[config.mk]
export PLATFORM = sky130hd
export DESIGN_NAME = alu_status_flag_logic
export DESIGN_NICKNAME = d
export VERILOG_FILES = /design/src/alu_flag_pkg.sv /design/src/alu_flag_eval.sv /design/src/alu_status_flag_logic.sv
export VERILOG_INCLUDE_DIRS = /design/src /design/src/src
export SDC_FILE = /design/constraint.sdc
export NUM_CORES = 1
export LEC_CHECK = 0
export ABC_AREA = 1
export BUFFER_PORTS_ARGS = -buffer_cell sky130_fd_sc_hd__buf_2
export CORE_MARGIN = 1.5
export CORE_UTILIZATION = 45
export CTS_BUF_LIST = sky130_fd_sc_hd__clkbuf_16
export CTS_CLUSTER_SIZE = 12
export DETAILED_ROUTE_END_ITERATION = 12
export GPL_ROUTABILITY_DRIVEN = 0
export PLACE_DENSITY_LB_ADDON = 0.15
export REMOVE_ABC_BUFFERS = 1
export SLEW_MARGIN = 20
export SYNTH_ARGS = -nofsm -noshare
export SYNTH_HDL_FRONTEND = slang
export SYNTH_SLANG_ARGS = --single-unit
[constraint.sdc]
create_clock -name sys_clk -period 2.15 [get_ports sys_clk]
set_input_delay 0 -clock sys_clk [delete_from_list [all_inputs] [get_ports sys_clk]]
set_output_delay 0 -clock sys_clk [all_outputs]
set_load 0.05 [all_outputs]
[src/alu_flag_defs.svh]
// Constants for the ALU status flag block: register offsets, bit positions,
// reset values and interrupt bits.
// Assumes inclusion by bare name from the package and the design modules.
//
// Overview of operation
// - Fixed overflow when top two result bits differ; sets flag and both stickies.
// - Float overflow when unbiased exponent exceeds 127; sets flag and both stickies.
// - Float underflow too small for output format also sets zero flag.
// - Explicit load of second status word reaches conditions one cycle later, or at once if that element has an ALU result in the same cycle.
// - Second status word bit 31 holds its element's newest compare: one for X greater, zero for Y.
// - Each compare by that element shifts the eight history bits right, newest entering at top.
// - Bits 30 and 29 hold the two previous compares, in increasing age.
// - History spans bits 31 down to 24, oldest at bit 24.
`ifndef ALU_FLAG_DEFS_SVH
`define ALU_FLAG_DEFS_SVH

// Register byte offsets
`define OFS_ARITH_STATUS_PE_X  8'h00
`define OFS_ARITH_STATUS_PE_Y  8'h04
`define OFS_STICKY_STATUS_PE_X 8'h08
`define OFS_STICKY_STATUS_PE_Y 8'h0C
`define OFS_COND_STATUS_PE_Y   8'h10
`define OFS_IRQ_STATUS         8'h14
`define OFS_IRQ_MASK           8'h18

// Arithmetic status bit positions
`define BIT_ZERO               0
`define BIT_OVERFLOW           1
`define BIT_HISTORY_MSB        31
`define BIT_HISTORY_LSB        24

// Sticky status bit positions
`define BIT_FIXED_OVF_STICKY   0
`define BIT_FLOAT_OVF_STICKY   1
`define BIT_FLOAT_UNF_STICKY   2

// Interrupt status bit positions
`define IRQ_FIXED_OVF          0
`define IRQ_FLOAT_OVF          1
`define IRQ_FLOAT_UNF          2
`define IRQ_WIDTH              3

// Float format
`define EXP_BIAS               9'h07F
`define EXP_MAX_UNBIASED       9'h07F

// Reset values
`define RESET_STATUS           32'h0000_0000
`define RESET_STICKY           32'h0000_0000
`define RESET_MASK             3'h0

// AXI responses
`define RESP_OKAY              2'h0
`define RESP_SLVERR            2'h2

`endif

[src/alu_flag_pkg.sv]
// Types for the ALU status flag block.
// Assumes alu_flag_defs.svh is on the include path.
`include "alu_flag_defs.svh"

package alu_flag_pkg;

  // One ALU result from one processing element
  typedef struct packed {
    logic        valid;
    logic        is_float;
    logic        is_compare;
    logic        x_greater;
    logic [31:0] fixed_result;
    logic [7:0]  float_exp;
    logic        float_zero;
    logic        float_tiny;
  } alu_result_s;

  // Flags produced for one result
  typedef struct packed {
    logic zero;
    logic overflow;
    logic fixed_ovf;
    logic float_ovf;
    logic float_unf;
  } alu_flags_s;

  // Instruction load port for a status register
  typedef struct packed {
    logic        load_x;
    logic        load_y;
    logic [31:0] data;
  } status_load_s;

  typedef enum logic [1:0] {
    WR_IDLE,
    WR_RESP
  } wr_state_e;

endpackage : alu_flag_pkg

[src/alu_flag_eval.sv]
// Flag evaluation for one processing element's ALU result.
// Assumes the result fields are stable and valid in the same cycle.
`timescale 1ns/1ps
`include "alu_flag_defs.svh"

module alu_flag_eval
  import alu_flag_pkg::*;
(
  input  wire alu_result_s result,
  output alu_flags_s       flags
);

  logic       fixed_ovf;
  logic       float_ovf;
  logic       fixed_zero;
  logic [8:0] unbiased;

  always_comb begin
    fixed_ovf  = result.fixed_result[31] ^ result.fixed_result[30];
    unbiased   = {1'b0, result.float_exp} - `EXP_BIAS;
    float_ovf  = (result.float_exp > 8'h00) && !unbiased[8]
                 && (unbiased > `EXP_MAX_UNBIASED);
    fixed_zero = (result.fixed_result == 32'h0000_0000);
    flags.float_unf = result.is_float && result.float_tiny;
    flags.fixed_ovf = !result.is_float && fixed_ovf;
    flags.float_ovf = result.is_float && float_ovf;
    flags.overflow  = flags.fixed_ovf || flags.float_ovf;
    flags.zero      = result.is_float ? (result.float_zero || flags.float_unf)
                                      : fixed_zero;
  end

endmodule : alu_flag_eval

[src/alu_status_flag_logic.sv]
// ALU status flag logic for two processing elements with AXI4-Lite access.
// Assumes ALU results arrive as one-cycle valid strokes on sys_clk.
`timescale 1ns/1ps
`include "alu_flag_defs.svh"

module alu_status_flag_logic
  import alu_flag_pkg::*;
(
  input  wire logic        sys_clk,
  input  wire logic        resetn,
  input  wire alu_result_s result_pe_x,
  input  wire alu_result_s result_pe_y,
  input  wire status_load_s status_load,
  output logic [31:0]      arith_status_pe_x,
  output logic [31:0]      arith_status_pe_y,
  output logic [31:0]      cond_status_pe_y,
  output logic [31:0]      sticky_status_pe_x,
  output logic [31:0]      sticky_status_pe_y,
  output logic             irq,
  input  wire logic [7:0]  s_axi_awaddr,
  input  wire logic        s_axi_awvalid,
  output logic             s_axi_awready,
  input  wire logic [31:0] s_axi_wdata,
  input  wire logic [3:0]  s_axi_wstrb,
  input  wire logic        s_axi_wvalid,
  output logic             s_axi_wready,
  output logic [1:0]       s_axi_bresp,
  output logic             s_axi_bvalid,
  input  wire logic        s_axi_bready,
  input  wire logic [7:0]  s_axi_araddr,
  input  wire logic        s_axi_arvalid,
  output logic             s_axi_arready,
  output logic [31:0]      s_axi_rdata,
  output logic [1:0]       s_axi_rresp,
  output logic             s_axi_rvalid,
  input  wire logic        s_axi_rready
);

  // ****************************************************************
  // Flag evaluation
  // ****************************************************************
  alu_flags_s flags_x;
  alu_flags_s flags_y;

  alu_flag_eval u_eval_x (
    .result (result_pe_x),
    .flags  (flags_x)
  );

  alu_flag_eval u_eval_y (
    .result (result_pe_y),
    .flags  (flags_y)
  );

  // ****************************************************************
  // AXI4-Lite write path
  // ****************************************************************
  logic        aw_held;
  logic        w_held;
  logic [7:0]  aw_addr;
  logic [31:0] w_data;
  logic [3:0]  w_strb;
  logic        wr_fire;
  logic [31:0] wr_mask;
  logic        wr_ok;

  assign s_axi_awready = !aw_held && !s_axi_bvalid;
  assign s_axi_wready  = !w_held && !s_axi_bvalid;
  assign wr_fire       = aw_held && w_held && !s_axi_bvalid;
  assign wr_mask       = {{8{w_strb[3]}}, {8{w_strb[2]}}, {8{w_strb[1]}}, {8{w_strb[0]}}};

  always_comb begin
    case (aw_addr)
      `OFS_ARITH_STATUS_PE_X,
      `OFS_ARITH_STATUS_PE_Y,
      `OFS_STICKY_STATUS_PE_X,
      `OFS_STICKY_STATUS_PE_Y,
      `OFS_IRQ_MASK:          wr_ok = 1'b1;
      default:                wr_ok = 1'b0;
    endcase
  end

  always_ff @(posedge sys_clk) begin
    if (!resetn) begin
      aw_held <= 1'b0;
      aw_addr <= 8'h00;
    end else if (s_axi_awvalid && s_axi_awready) begin
      aw_held <= 1'b1;
      aw_addr <= s_axi_awaddr;
    end else if (wr_fire) begin
      aw_held <= 1'b0;
    end
  end

  always_ff @(posedge sys_clk) begin
    if (!resetn) begin
      w_held <= 1'b0;
      w_data <= 32'h0000_0000;
      w_strb <= 4'h0;
    end else if (s_axi_wvalid && s_axi_wready) begin
      w_held <= 1'b1;
      w_data <= s_axi_wdata;
      w_strb <= s_axi_wstrb;
    end else if (wr_fire) begin
      w_held <= 1'b0;
    end
  end

  always_ff @(posedge sys_clk) begin
    if (!resetn) begin
      s_axi_bvalid <= 1'b0;
      s_axi_bresp  <= `RESP_OKAY;
    end else if (wr_fire) begin
      s_axi_bvalid <= 1'b1;
      s_axi_bresp  <= wr_ok ? `RESP_OKAY : `RESP_SLVERR;
    end else if (s_axi_bready) begin
      s_axi_bvalid <= 1'b0;
    end
  end

  // Bus write strobes decoded from the held write address
  logic        bus_wr_x;
  logic        bus_wr_y;
  logic        bus_wr_sx;
  logic        bus_wr_sy;
  logic        bus_wr_mask;

  assign bus_wr_x    = wr_fire && (aw_addr == `OFS_ARITH_STATUS_PE_X);
  assign bus_wr_y    = wr_fire && (aw_addr == `OFS_ARITH_STATUS_PE_Y);
  assign bus_wr_sx   = wr_fire && (aw_addr == `OFS_STICKY_STATUS_PE_X);
  assign bus_wr_sy   = wr_fire && (aw_addr == `OFS_STICKY_STATUS_PE_Y);
  assign bus_wr_mask = wr_fire && (aw_addr == `OFS_IRQ_MASK);

  // ****************************************************************
  // Arithmetic status registers
  // ****************************************************************
  function automatic logic [31:0] apply_flags(input logic [31:0] cur,
                                              input alu_flags_s f);
    logic [31:0] v;
    v = cur;
    v[`BIT_OVERFLOW] = f.overflow;
    v[`BIT_ZERO]     = f.zero;
    return v;
  endfunction : apply_flags

  logic [31:0] next_status_x;
  logic [31:0] next_status_y;

  always_comb begin
    next_status_x = arith_status_pe_x;
    if (status_load.load_x)
      next_status_x = status_load.data;
    else if (bus_wr_x)
      next_status_x = (arith_status_pe_x & ~wr_mask) | (w_data & wr_mask);
    if (result_pe_x.valid)
      next_status_x = apply_flags(next_status_x, flags_x);
  end

  always_comb begin
    next_status_y = arith_status_pe_y;
    if (status_load.load_y)
      next_status_y = status_load.data;
    else if (bus_wr_y)
      next_status_y = (arith_status_pe_y & ~wr_mask) | (w_data & wr_mask);
    if (result_pe_y.valid) begin
      next_status_y = apply_flags(next_status_y, flags_y);
      if (result_pe_y.is_compare)
        next_status_y[`BIT_HISTORY_MSB:`BIT_HISTORY_LSB] =
          {result_pe_y.x_greater,
           next_status_y[`BIT_HISTORY_MSB:`BIT_HISTORY_LSB+1]};
    end
  end

  always_ff @(posedge sys_clk) begin
    if (!resetn)
      arith_status_pe_x <= `RESET_STATUS;
    else
      arith_status_pe_x <= next_status_x;
  end

  always_ff @(posedge sys_clk) begin
    if (!resetn)
      arith_status_pe_y <= `RESET_STATUS;
    else
      arith_status_pe_y <= next_status_y;
  end

  // Conditions see ALU updates at once, explicit loads one cycle late unless an ALU update comes with them
  always_ff @(posedge sys_clk) begin
    if (!resetn)
      cond_status_pe_y <= `RESET_STATUS;
    else if (!(status_load.load_y || bus_wr_y) || result_pe_y.valid)
      cond_status_pe_y <= next_status_y;
  end

  // ****************************************************************
  // Sticky registers, shared by both elements
  // ****************************************************************
  logic fixed_ovf_any;
  logic float_ovf_any;
  logic float_unf_any;

  assign fixed_ovf_any = (result_pe_x.valid && flags_x.fixed_ovf)
                         || (result_pe_y.valid && flags_y.fixed_ovf);
  assign float_ovf_any = (result_pe_x.valid && flags_x.float_ovf)
                         || (result_pe_y.valid && flags_y.float_ovf);
  assign float_unf_any = (result_pe_x.valid && flags_x.float_unf)
                         || (result_pe_y.valid && flags_y.float_unf);

  function automatic logic [31:0] set_sticky(input logic [31:0] cur);
    logic [31:0] v;
    v = cur;
    v[`BIT_FIXED_OVF_STICKY] = v[`BIT_FIXED_OVF_STICKY] | fixed_ovf_any;
    v[`BIT_FLOAT_OVF_STICKY] = v[`BIT_FLOAT_OVF_STICKY] | float_ovf_any;
    v[`BIT_FLOAT_UNF_STICKY] = v[`BIT_FLOAT_UNF_STICKY] | float_unf_any;
    return v;
  endfunction : set_sticky

  always_ff @(posedge sys_clk) begin
    if (!resetn)
      sticky_status_pe_x <= `RESET_STICKY;
    else if (bus_wr_sx)
      sticky_status_pe_x <= set_sticky((sticky_status_pe_x & ~wr_mask) | (w_data & wr_mask));
    else
      sticky_status_pe_x <= set_sticky(sticky_status_pe_x);
  end

  always_ff @(posedge sys_clk) begin
    if (!resetn)
      sticky_status_pe_y <= `RESET_STICKY;
    else if (bus_wr_sy)
      sticky_status_pe_y <= set_sticky((sticky_status_pe_y & ~wr_mask) | (w_data & wr_mask));
    else
      sticky_status_pe_y <= set_sticky(sticky_status_pe_y);
  end

  // ****************************************************************
  // Interrupt status and mask
  // ****************************************************************
  logic [`IRQ_WIDTH-1:0] irq_status;
  logic [`IRQ_WIDTH-1:0] irq_mask;
  logic [`IRQ_WIDTH-1:0] irq_events;
  logic                  rd_irq_status;

  assign irq_events = {float_unf_any, float_ovf_any, fixed_ovf_any};

  always_ff @(posedge sys_clk) begin
    if (!resetn)
      irq_status <= '0;
    else if (rd_irq_status)
      irq_status <= irq_events;
    else
      irq_status <= irq_status | irq_events;
  end

  always_ff @(posedge sys_clk) begin
    if (!resetn)
      irq_mask <= `RESET_MASK;
    else if (bus_wr_mask && w_strb[0])
      irq_mask <= w_data[`IRQ_WIDTH-1:0];
  end

  assign irq = |(irq_status & irq_mask);

  // ****************************************************************
  // AXI4-Lite read path
  // ****************************************************************
  logic [31:0] rd_value;
  logic        rd_ok;

  assign s_axi_arready = !s_axi_rvalid;
  assign rd_irq_status = s_axi_arvalid && s_axi_arready
                         && (s_axi_araddr == `OFS_IRQ_STATUS);

  always_comb begin
    rd_ok = 1'b1;
    case (s_axi_araddr)
      `OFS_ARITH_STATUS_PE_X:  rd_value = arith_status_pe_x;
      `OFS_ARITH_STATUS_PE_Y:  rd_value = arith_status_pe_y;
      `OFS_STICKY_STATUS_PE_X: rd_value = sticky_status_pe_x;
      `OFS_STICKY_STATUS_PE_Y: rd_value = sticky_status_pe_y;
      `OFS_COND_STATUS_PE_Y:   rd_value = cond_status_pe_y;
      `OFS_IRQ_STATUS:         rd_value = {29'h0000_0000, irq_status};
      `OFS_IRQ_MASK:           rd_value = {29'h0000_0000, irq_mask};
      default: begin
        rd_value = 32'h0000_0000;
        rd_ok    = 1'b0;
      end
    endcase
  end

  always_ff @(posedge sys_clk) begin
    if (!resetn) begin
      s_axi_rvalid <= 1'b0;
      s_axi_rdata  <= 32'h0000_0000;
      s_axi_rresp  <= `RESP_OKAY;
    end else if (s_axi_arvalid && s_axi_arready) begin
      s_axi_rvalid <= 1'b1;
      s_axi_rdata  <= rd_value;
      s_axi_rresp  <= rd_ok ? `RESP_OKAY : `RESP_SLVERR;
    end else if (s_axi_rready) begin
      s_axi_rvalid <= 1'b0;
    end
  end

endmodule : alu_status_flag_logic

# ---- Yosys cells after proc, flatten, opt, wreduce, memory -nomap -nowiden
# Index checks and enable logic that the tools add are counted.
dict set report classes {
  n_addsub 2
  mul 0
  div 0
  n_lt_le_gt_ge 4
  eq_ne 10
  n_shift 0
  mux 24
  bitwise 26
  n_reduce_logical 60
}
# cell n
set ops {}
lappend ops {{$pmux W32 S7} 1}
lappend ops {{$and A32 B32 Y32} 5}
lappend ops {{$mux W32} 5}
lappend ops {{$or A32 B32 Y32} 4}
lappend ops {{$logic_not A32 Y1} 2}
lappend ops {{$eq A8 B4 Y1 const B} 4}
lappend ops {{$eq A8 B5 Y1 const B} 4}
lappend ops {{$not A32 Y32} 1}
lappend ops {{$logic_and A1 B1 Y1} 30}
lappend ops {{$gt A9 B7 Y1 const B} 2}
lappend ops {{$sub A8 B7 Y9 const B} 2}
lappend ops {{$eq A8 B3 Y1 const B} 2}
lappend ops {{$gt A8 B1 Y1 const B} 2}
lappend ops {{$logic_not A8 Y1} 2}
lappend ops {{$or A1 B1 Y1} 12}
lappend ops {{$mux W1} 11}
lappend ops {{$logic_not A1 Y1} 9}
lappend ops {{$logic_or A1 B1 Y1} 9}
lappend ops {{$mux W3} 3}
lappend ops {{$mux W8} 1}
lappend ops {{$reduce_bool A2 Y1} 4}
lappend ops {{$reduce_or A7 Y1} 1}
lappend ops {{$mux W2} 3}
lappend ops {{$reduce_or A5 Y1} 1}
lappend ops {{5 further kinds} 6}
dict set report word_totals {
  regBits 250
  latchBits 0
  ram_bits 0
  romBits 0
  out_inout_bits 202
  memories 0
}

# ---- Longest topological paths before layout
dict set report logic_depth {
  ltp_word 9
  mapped_depth 12
  mapped_depth_nobuf 12
}

# ---- Hierarchy
# From an unflattened synthesis, not the netlist that was laid out.
dict set report hier_totals {
  cells_unflattened 1824
  area_unflattened_um2 12154.2
}
# module instances cells_each area_per_inst_um2 seq_area_each_um2
set modules_own_cells {}
lappend modules_own_cells {alu_status_flag_logic 1 1638 11345.9 4964.8}
lappend modules_own_cells {alu_flag_eval 2 93 404.1 0.0}

# ---- Worst setup path after synthesis
# No wires, ideal clock.
dict set report synth_path {
  path_kind {reg2reg}
  startpoint {register s_axi_bvalid}
  endpoint {register w_data[14]}
  setup_ps 116
  arrival_ps 2033
  required_ps 2034
  setup_slack_ps 1
  stages_incl_launch_ff 7
  n_path_buf 2
  cell_sequence {dfxtp_1 nor2_1 nand2_1 clkbuf_1 clkbuf_1 o21ai_0 nor2_1}
}
dict set report synth_via {
  elab_chain_len 3
}
# element line_no
set synth_lines {}
lappend synth_lines {{from (decl)} alu_status_flag_logic.sv:28} ;# output logic s_axi_bvalid,
lappend synth_lines {{from (signal assigned)} alu_status_flag_logic.sv:111} ;# s_axi_bvalid <= 1'b0;
lappend synth_lines {{from (signal assigned)} alu_status_flag_logic.sv:114} ;# s_axi_bvalid <= 1'b1;
lappend synth_lines {{from (signal assigned)} alu_status_flag_logic.sv:117} ;# s_axi_bvalid <= 1'b0;
lappend synth_lines {{$logic_not A1 Y1} alu_status_flag_logic.sv:68} ;# assign s_axi_wready = !w_held && !s_axi_bvalid;
lappend synth_lines {{$logic_and A1 B1 Y1} alu_status_flag_logic.sv:68}
lappend synth_lines {{net s_axi_wready} alu_status_flag_logic.sv:26} ;# output logic s_axi_wready,
lappend synth_lines {{$logic_and A1 B1 Y1} alu_status_flag_logic.sv:100} ;# end else if (s_axi_wvalid && s_axi_wready) begin
lappend synth_lines {{to (signal assigned)} alu_status_flag_logic.sv:102} ;# w_data <= s_axi_wdata;
lappend synth_lines {{to (decl)} alu_status_flag_logic.sv:61} ;# logic [31:0] w_data;
# The timed path passes the listed nets, and every way through them passes these cells.
# A chain may end at the register's enable or synchronous reset.

==> results.tsv <==
stage	metric	value	unit
global_route	grt_overflow	0	
worst_setup_path	timing_worst_setup_path_type	register to register	
floorplanning	io_pins	387	
timing	slew-limit-headroom	0.5563	
cts	clockRootBuffer	clkbuf_16	
timing	final_max_slew_viol_count	0	
timing	period_needed	2023	ps
timing	rsz0062_at_grt	true	
routing	routed_wl	44200	um
hold_path	hold_path_class	primary input to register	
timing	finalSetupTns	0	ps
worst_setup_path	cp.arrival	2510	ps
floorplanning	row_count	58	
routing	drc_errors	0	
cts	clk_latency	540	ps
global_route	grt_max_degree	96	
global_route	grt_pass1_wl	66440	um
run	cap_violations	0	
pwr	pwr_density_cell	731.2	nW/um^2
worst_setup_path	cp-start-kind	register	
status	status	finished clean	
floorplanning	coreArea	25400	um^2
yosys	synthCells	1739	
routing	drt_iter0_drc	1349	
worst_setup_path	max_stage_delay	550	ps
worst_setup_path	required	2640	ps
cts	cts_tree	yes	
placement	dp_hpwl	29840	um
pwr	netSwitchingFraction	0.3085	
yosys	yosys_warnings	0	
yosys	synth_cell_types	37	
timing	tightest_slew	664.6	ps
pwr	power_leakage	7.277	nW
worst_setup_path	timing.critical_path.from	aw_addr[7]$_SDFFE_PN0P_	
worst_setup_path	cp-end-kind	register	
pwr	p_comb_frac	0.180	
hold_path	min_from	s_axi_araddr[3]	
worst_setup_path	r2r_start	aw_addr[7]$_SDFFE_PN0P_	
global_route	grt_usage	0.3159	
worst_setup_path	slowest_stage	dlygate4sd3_1	
routing	antenna_left	0	
yosys	synth_area_per_cell	6.750	um^2
layout	syn_to_final_growth	35.31	%
timing	holdWs	8.737	ps
cts	cts_sinks	248	
yosys	netlist_area	11740	um^2
yosys	ys_seq_area_frac	0.4230	
routing	viasPerCell	5.355	
pwr	ir_drop	0.0005866	V
pwr	pwr-share-clk	0.382	
pwr	seqPwrFrac	0.438	
layout	layout-drive-gt1-share	0.2252	
worst_setup_path	crit_top_cell	nand2_1	
yosys	ys_seq_elements	248	
cts	h-tree-depth	1	
floorplanning	die_x	164.5	um
placement	port_buffers	382	
floorplanning	start_util	0.4621	
cts	cts_made_buffers	28	
layout	multi_input_area	5746	um^2
timing	setup_viol	0	
routing	dr.pass1.iters	7	
cts	clk_pin_slew_worst_paths	60	ps
floorplanning	dieArea	27060	um^2
routing	wire_per_inst	17.48	um
worst_setup_path	path_cells	nor2_1 -> nand2_1 -> nor2_4 -> nand3_1 -> nand2_1 -> o21ai_0 -> dlygate4sd3_1 -> nand3_1 -> nand2_1 -> inv_1	
layout	fillers	2407	
floorplanning	die_h	164.5	um
global_route	antenna_found_initial	0	
timing	finClkSkew	17.92	ps
layout	fin_nets	2376	
routing	vias	13540	
cts	max-clock-path-buffers	3	
timing	timing.final.crit_share	0.9408	
layout	num_antenna_cells	0	
timing	fmax	494.4	MHz
worst_setup_path	critPathMaxFanout	6	
timing	hold_viol	0	
pwr	p_int	8.030	mW
layout	seqCellArea	4965	um^2
global_route	grt_pass1_vias	12540	
pwr	power.switching	3.582	mW
==> final cells by class <==
cell class | instances | share of cell area
inverter | 166 | 0.03923
tap | 330 | 0.02600
clock buffer | 29 | 0.04569
clock inverter | 16 | 0.006224
multi-input combinational | 1218 | 0.3618
sequential | 248 | 0.3126
timing repair buffer | 521 | 0.2085
==> worst paths after layout <==
check | endpoint | slack, ps | depth (start not counted)
setup reg to reg | register | 130 | 10
setup / recovery | register | 130 | 10
hold reg to reg | register | 460 | 2
hold / removal | s_axi_rresp[1]$_SDFFE_PN0P_ | 9 | 4
==> cells in the mapped netlist, drive strengths merged <==
| master | number | area (um^2) |
|---|---|---|
| o21a | 1 | 7.510 |
| a211oi | 1 | 7.510 |
| nand3b | 3 | 22.52 |
| clkinv | 2 | 7.510 |
| nand3 | 153 | 775.7 |
| dfxtp | 248 | 4965 |
| clkbuf | 70 | 264.0 |
| nor4 | 8 | 50.05 |
| conb | 1 | 3.750 |
| o21bai | 20 | 150.1 |
| a21boi | 1 | 7.510 |
| a21oi | 154 | 770.7 |
| nor3 | 5 | 30.03 |
| or2 | 9 | 56.30 |
| buf | 38 | 202.7 |
| nor2 | 188 | 728.2 |
| inv | 164 | 615.6 |
| a31oi | 21 | 131.4 |
| ha | 8 | 100.1 |
| o21ai | 291 | 1460 |
| o211ai | 5 | 37.54 |
| o2111ai | 1 | 8.760 |
| nand2 | 343 | 1310 |
| nand4 | 4 | 25.02 |
==> per-layer routing <==
metal  vias up  wire length [um]  GRT usage
met5         -                 0          0
met4         0              1273     0.1188
met3        92              3747    0.04721
met2       661             20800     0.5418
met1      6185             18380     0.4006
li1       6599                 -          -
==> cells in the final DEF (no fill, tap or decap), types with 2 or more instances in the layout <==
master,count
a21oi_1,154
a31oi_1,21
buf_12,8
buf_2,381
buf_4,31
clkbuf_16,29
clkinv_1,5
clkinv_2,6
conb_1,2
dfxtp_1,248
dlygate4sd3_1,101
ha_1,8
inv_1,163
inv_2,6
nand2_1,334
nand2_2,8
nand3_1,151
nand3b_1,3
nand4_1,4
nor2_1,179
nor2_2,2
nor2_4,7
nor3_1,3
nor4_1,8
o211ai_1,5
o21ai_0,278
o21ai_1,12
o21bai_1,20
or2_2,9
==> kinds of logic after synthesis <==
| logic type | synth area share |
|---|---|
| compound gates | 0.2199 |
| simple gates | 0.2554 |
| buf+inv | 0.09285 |
| flops | 0.4230 |
| fa+ha+maj | 0.008528 |
| other cells | 0.0003195 |
==> what timing repair did <==
item,CTS,global route
endpoints found under the hold margin,155,0
buffers inserted,0,0
gates resized for setup,0,3
hold buffers,102,0
endpoints found under the setup margin,0,11
==> power by group through the flow <==
| stage | sequential, mW | combinational [mW] | clock [mW] |
|---|---|---|---|
| finish | 5.08 | 2.10 | 4.44 |
| global route | 5.11 | 2.26 | 4.65 |
| CTS | 5.07 | 2.07 | 4.47 |
| detailed placement | 5.17 | 1.92 | 0 |
| global placement | 5.17 | 1.89 | 0 |
| floorplan | 5.62 | 0.661 | 0 |
==> metrics by stage <==
stage	total power, mW	util	setup WS [ps]	instance area, um^2	cells
after CTS	11.61	0.6249	51.01	15870	2529
final	11.61	0.6253	127.3	15880	2528
after global placement	7.055	0.5523	236.9	14030	2382
after floorplan	6.285	-	-592.6	11270	1632
after global routing	12.02	0.6253	-14.67	15880	2528
after detailed placement	7.088	0.5523	166.3	14030	2382
==> critical path, delay by kind of cell, from the launching register on <==
kind,cells,cell delay (ps)
simple gates,7,990
compound gates,1,80
buf+inv,2,610
flops,1,310
Note: power is estimated with default switching activity, not from simulation.
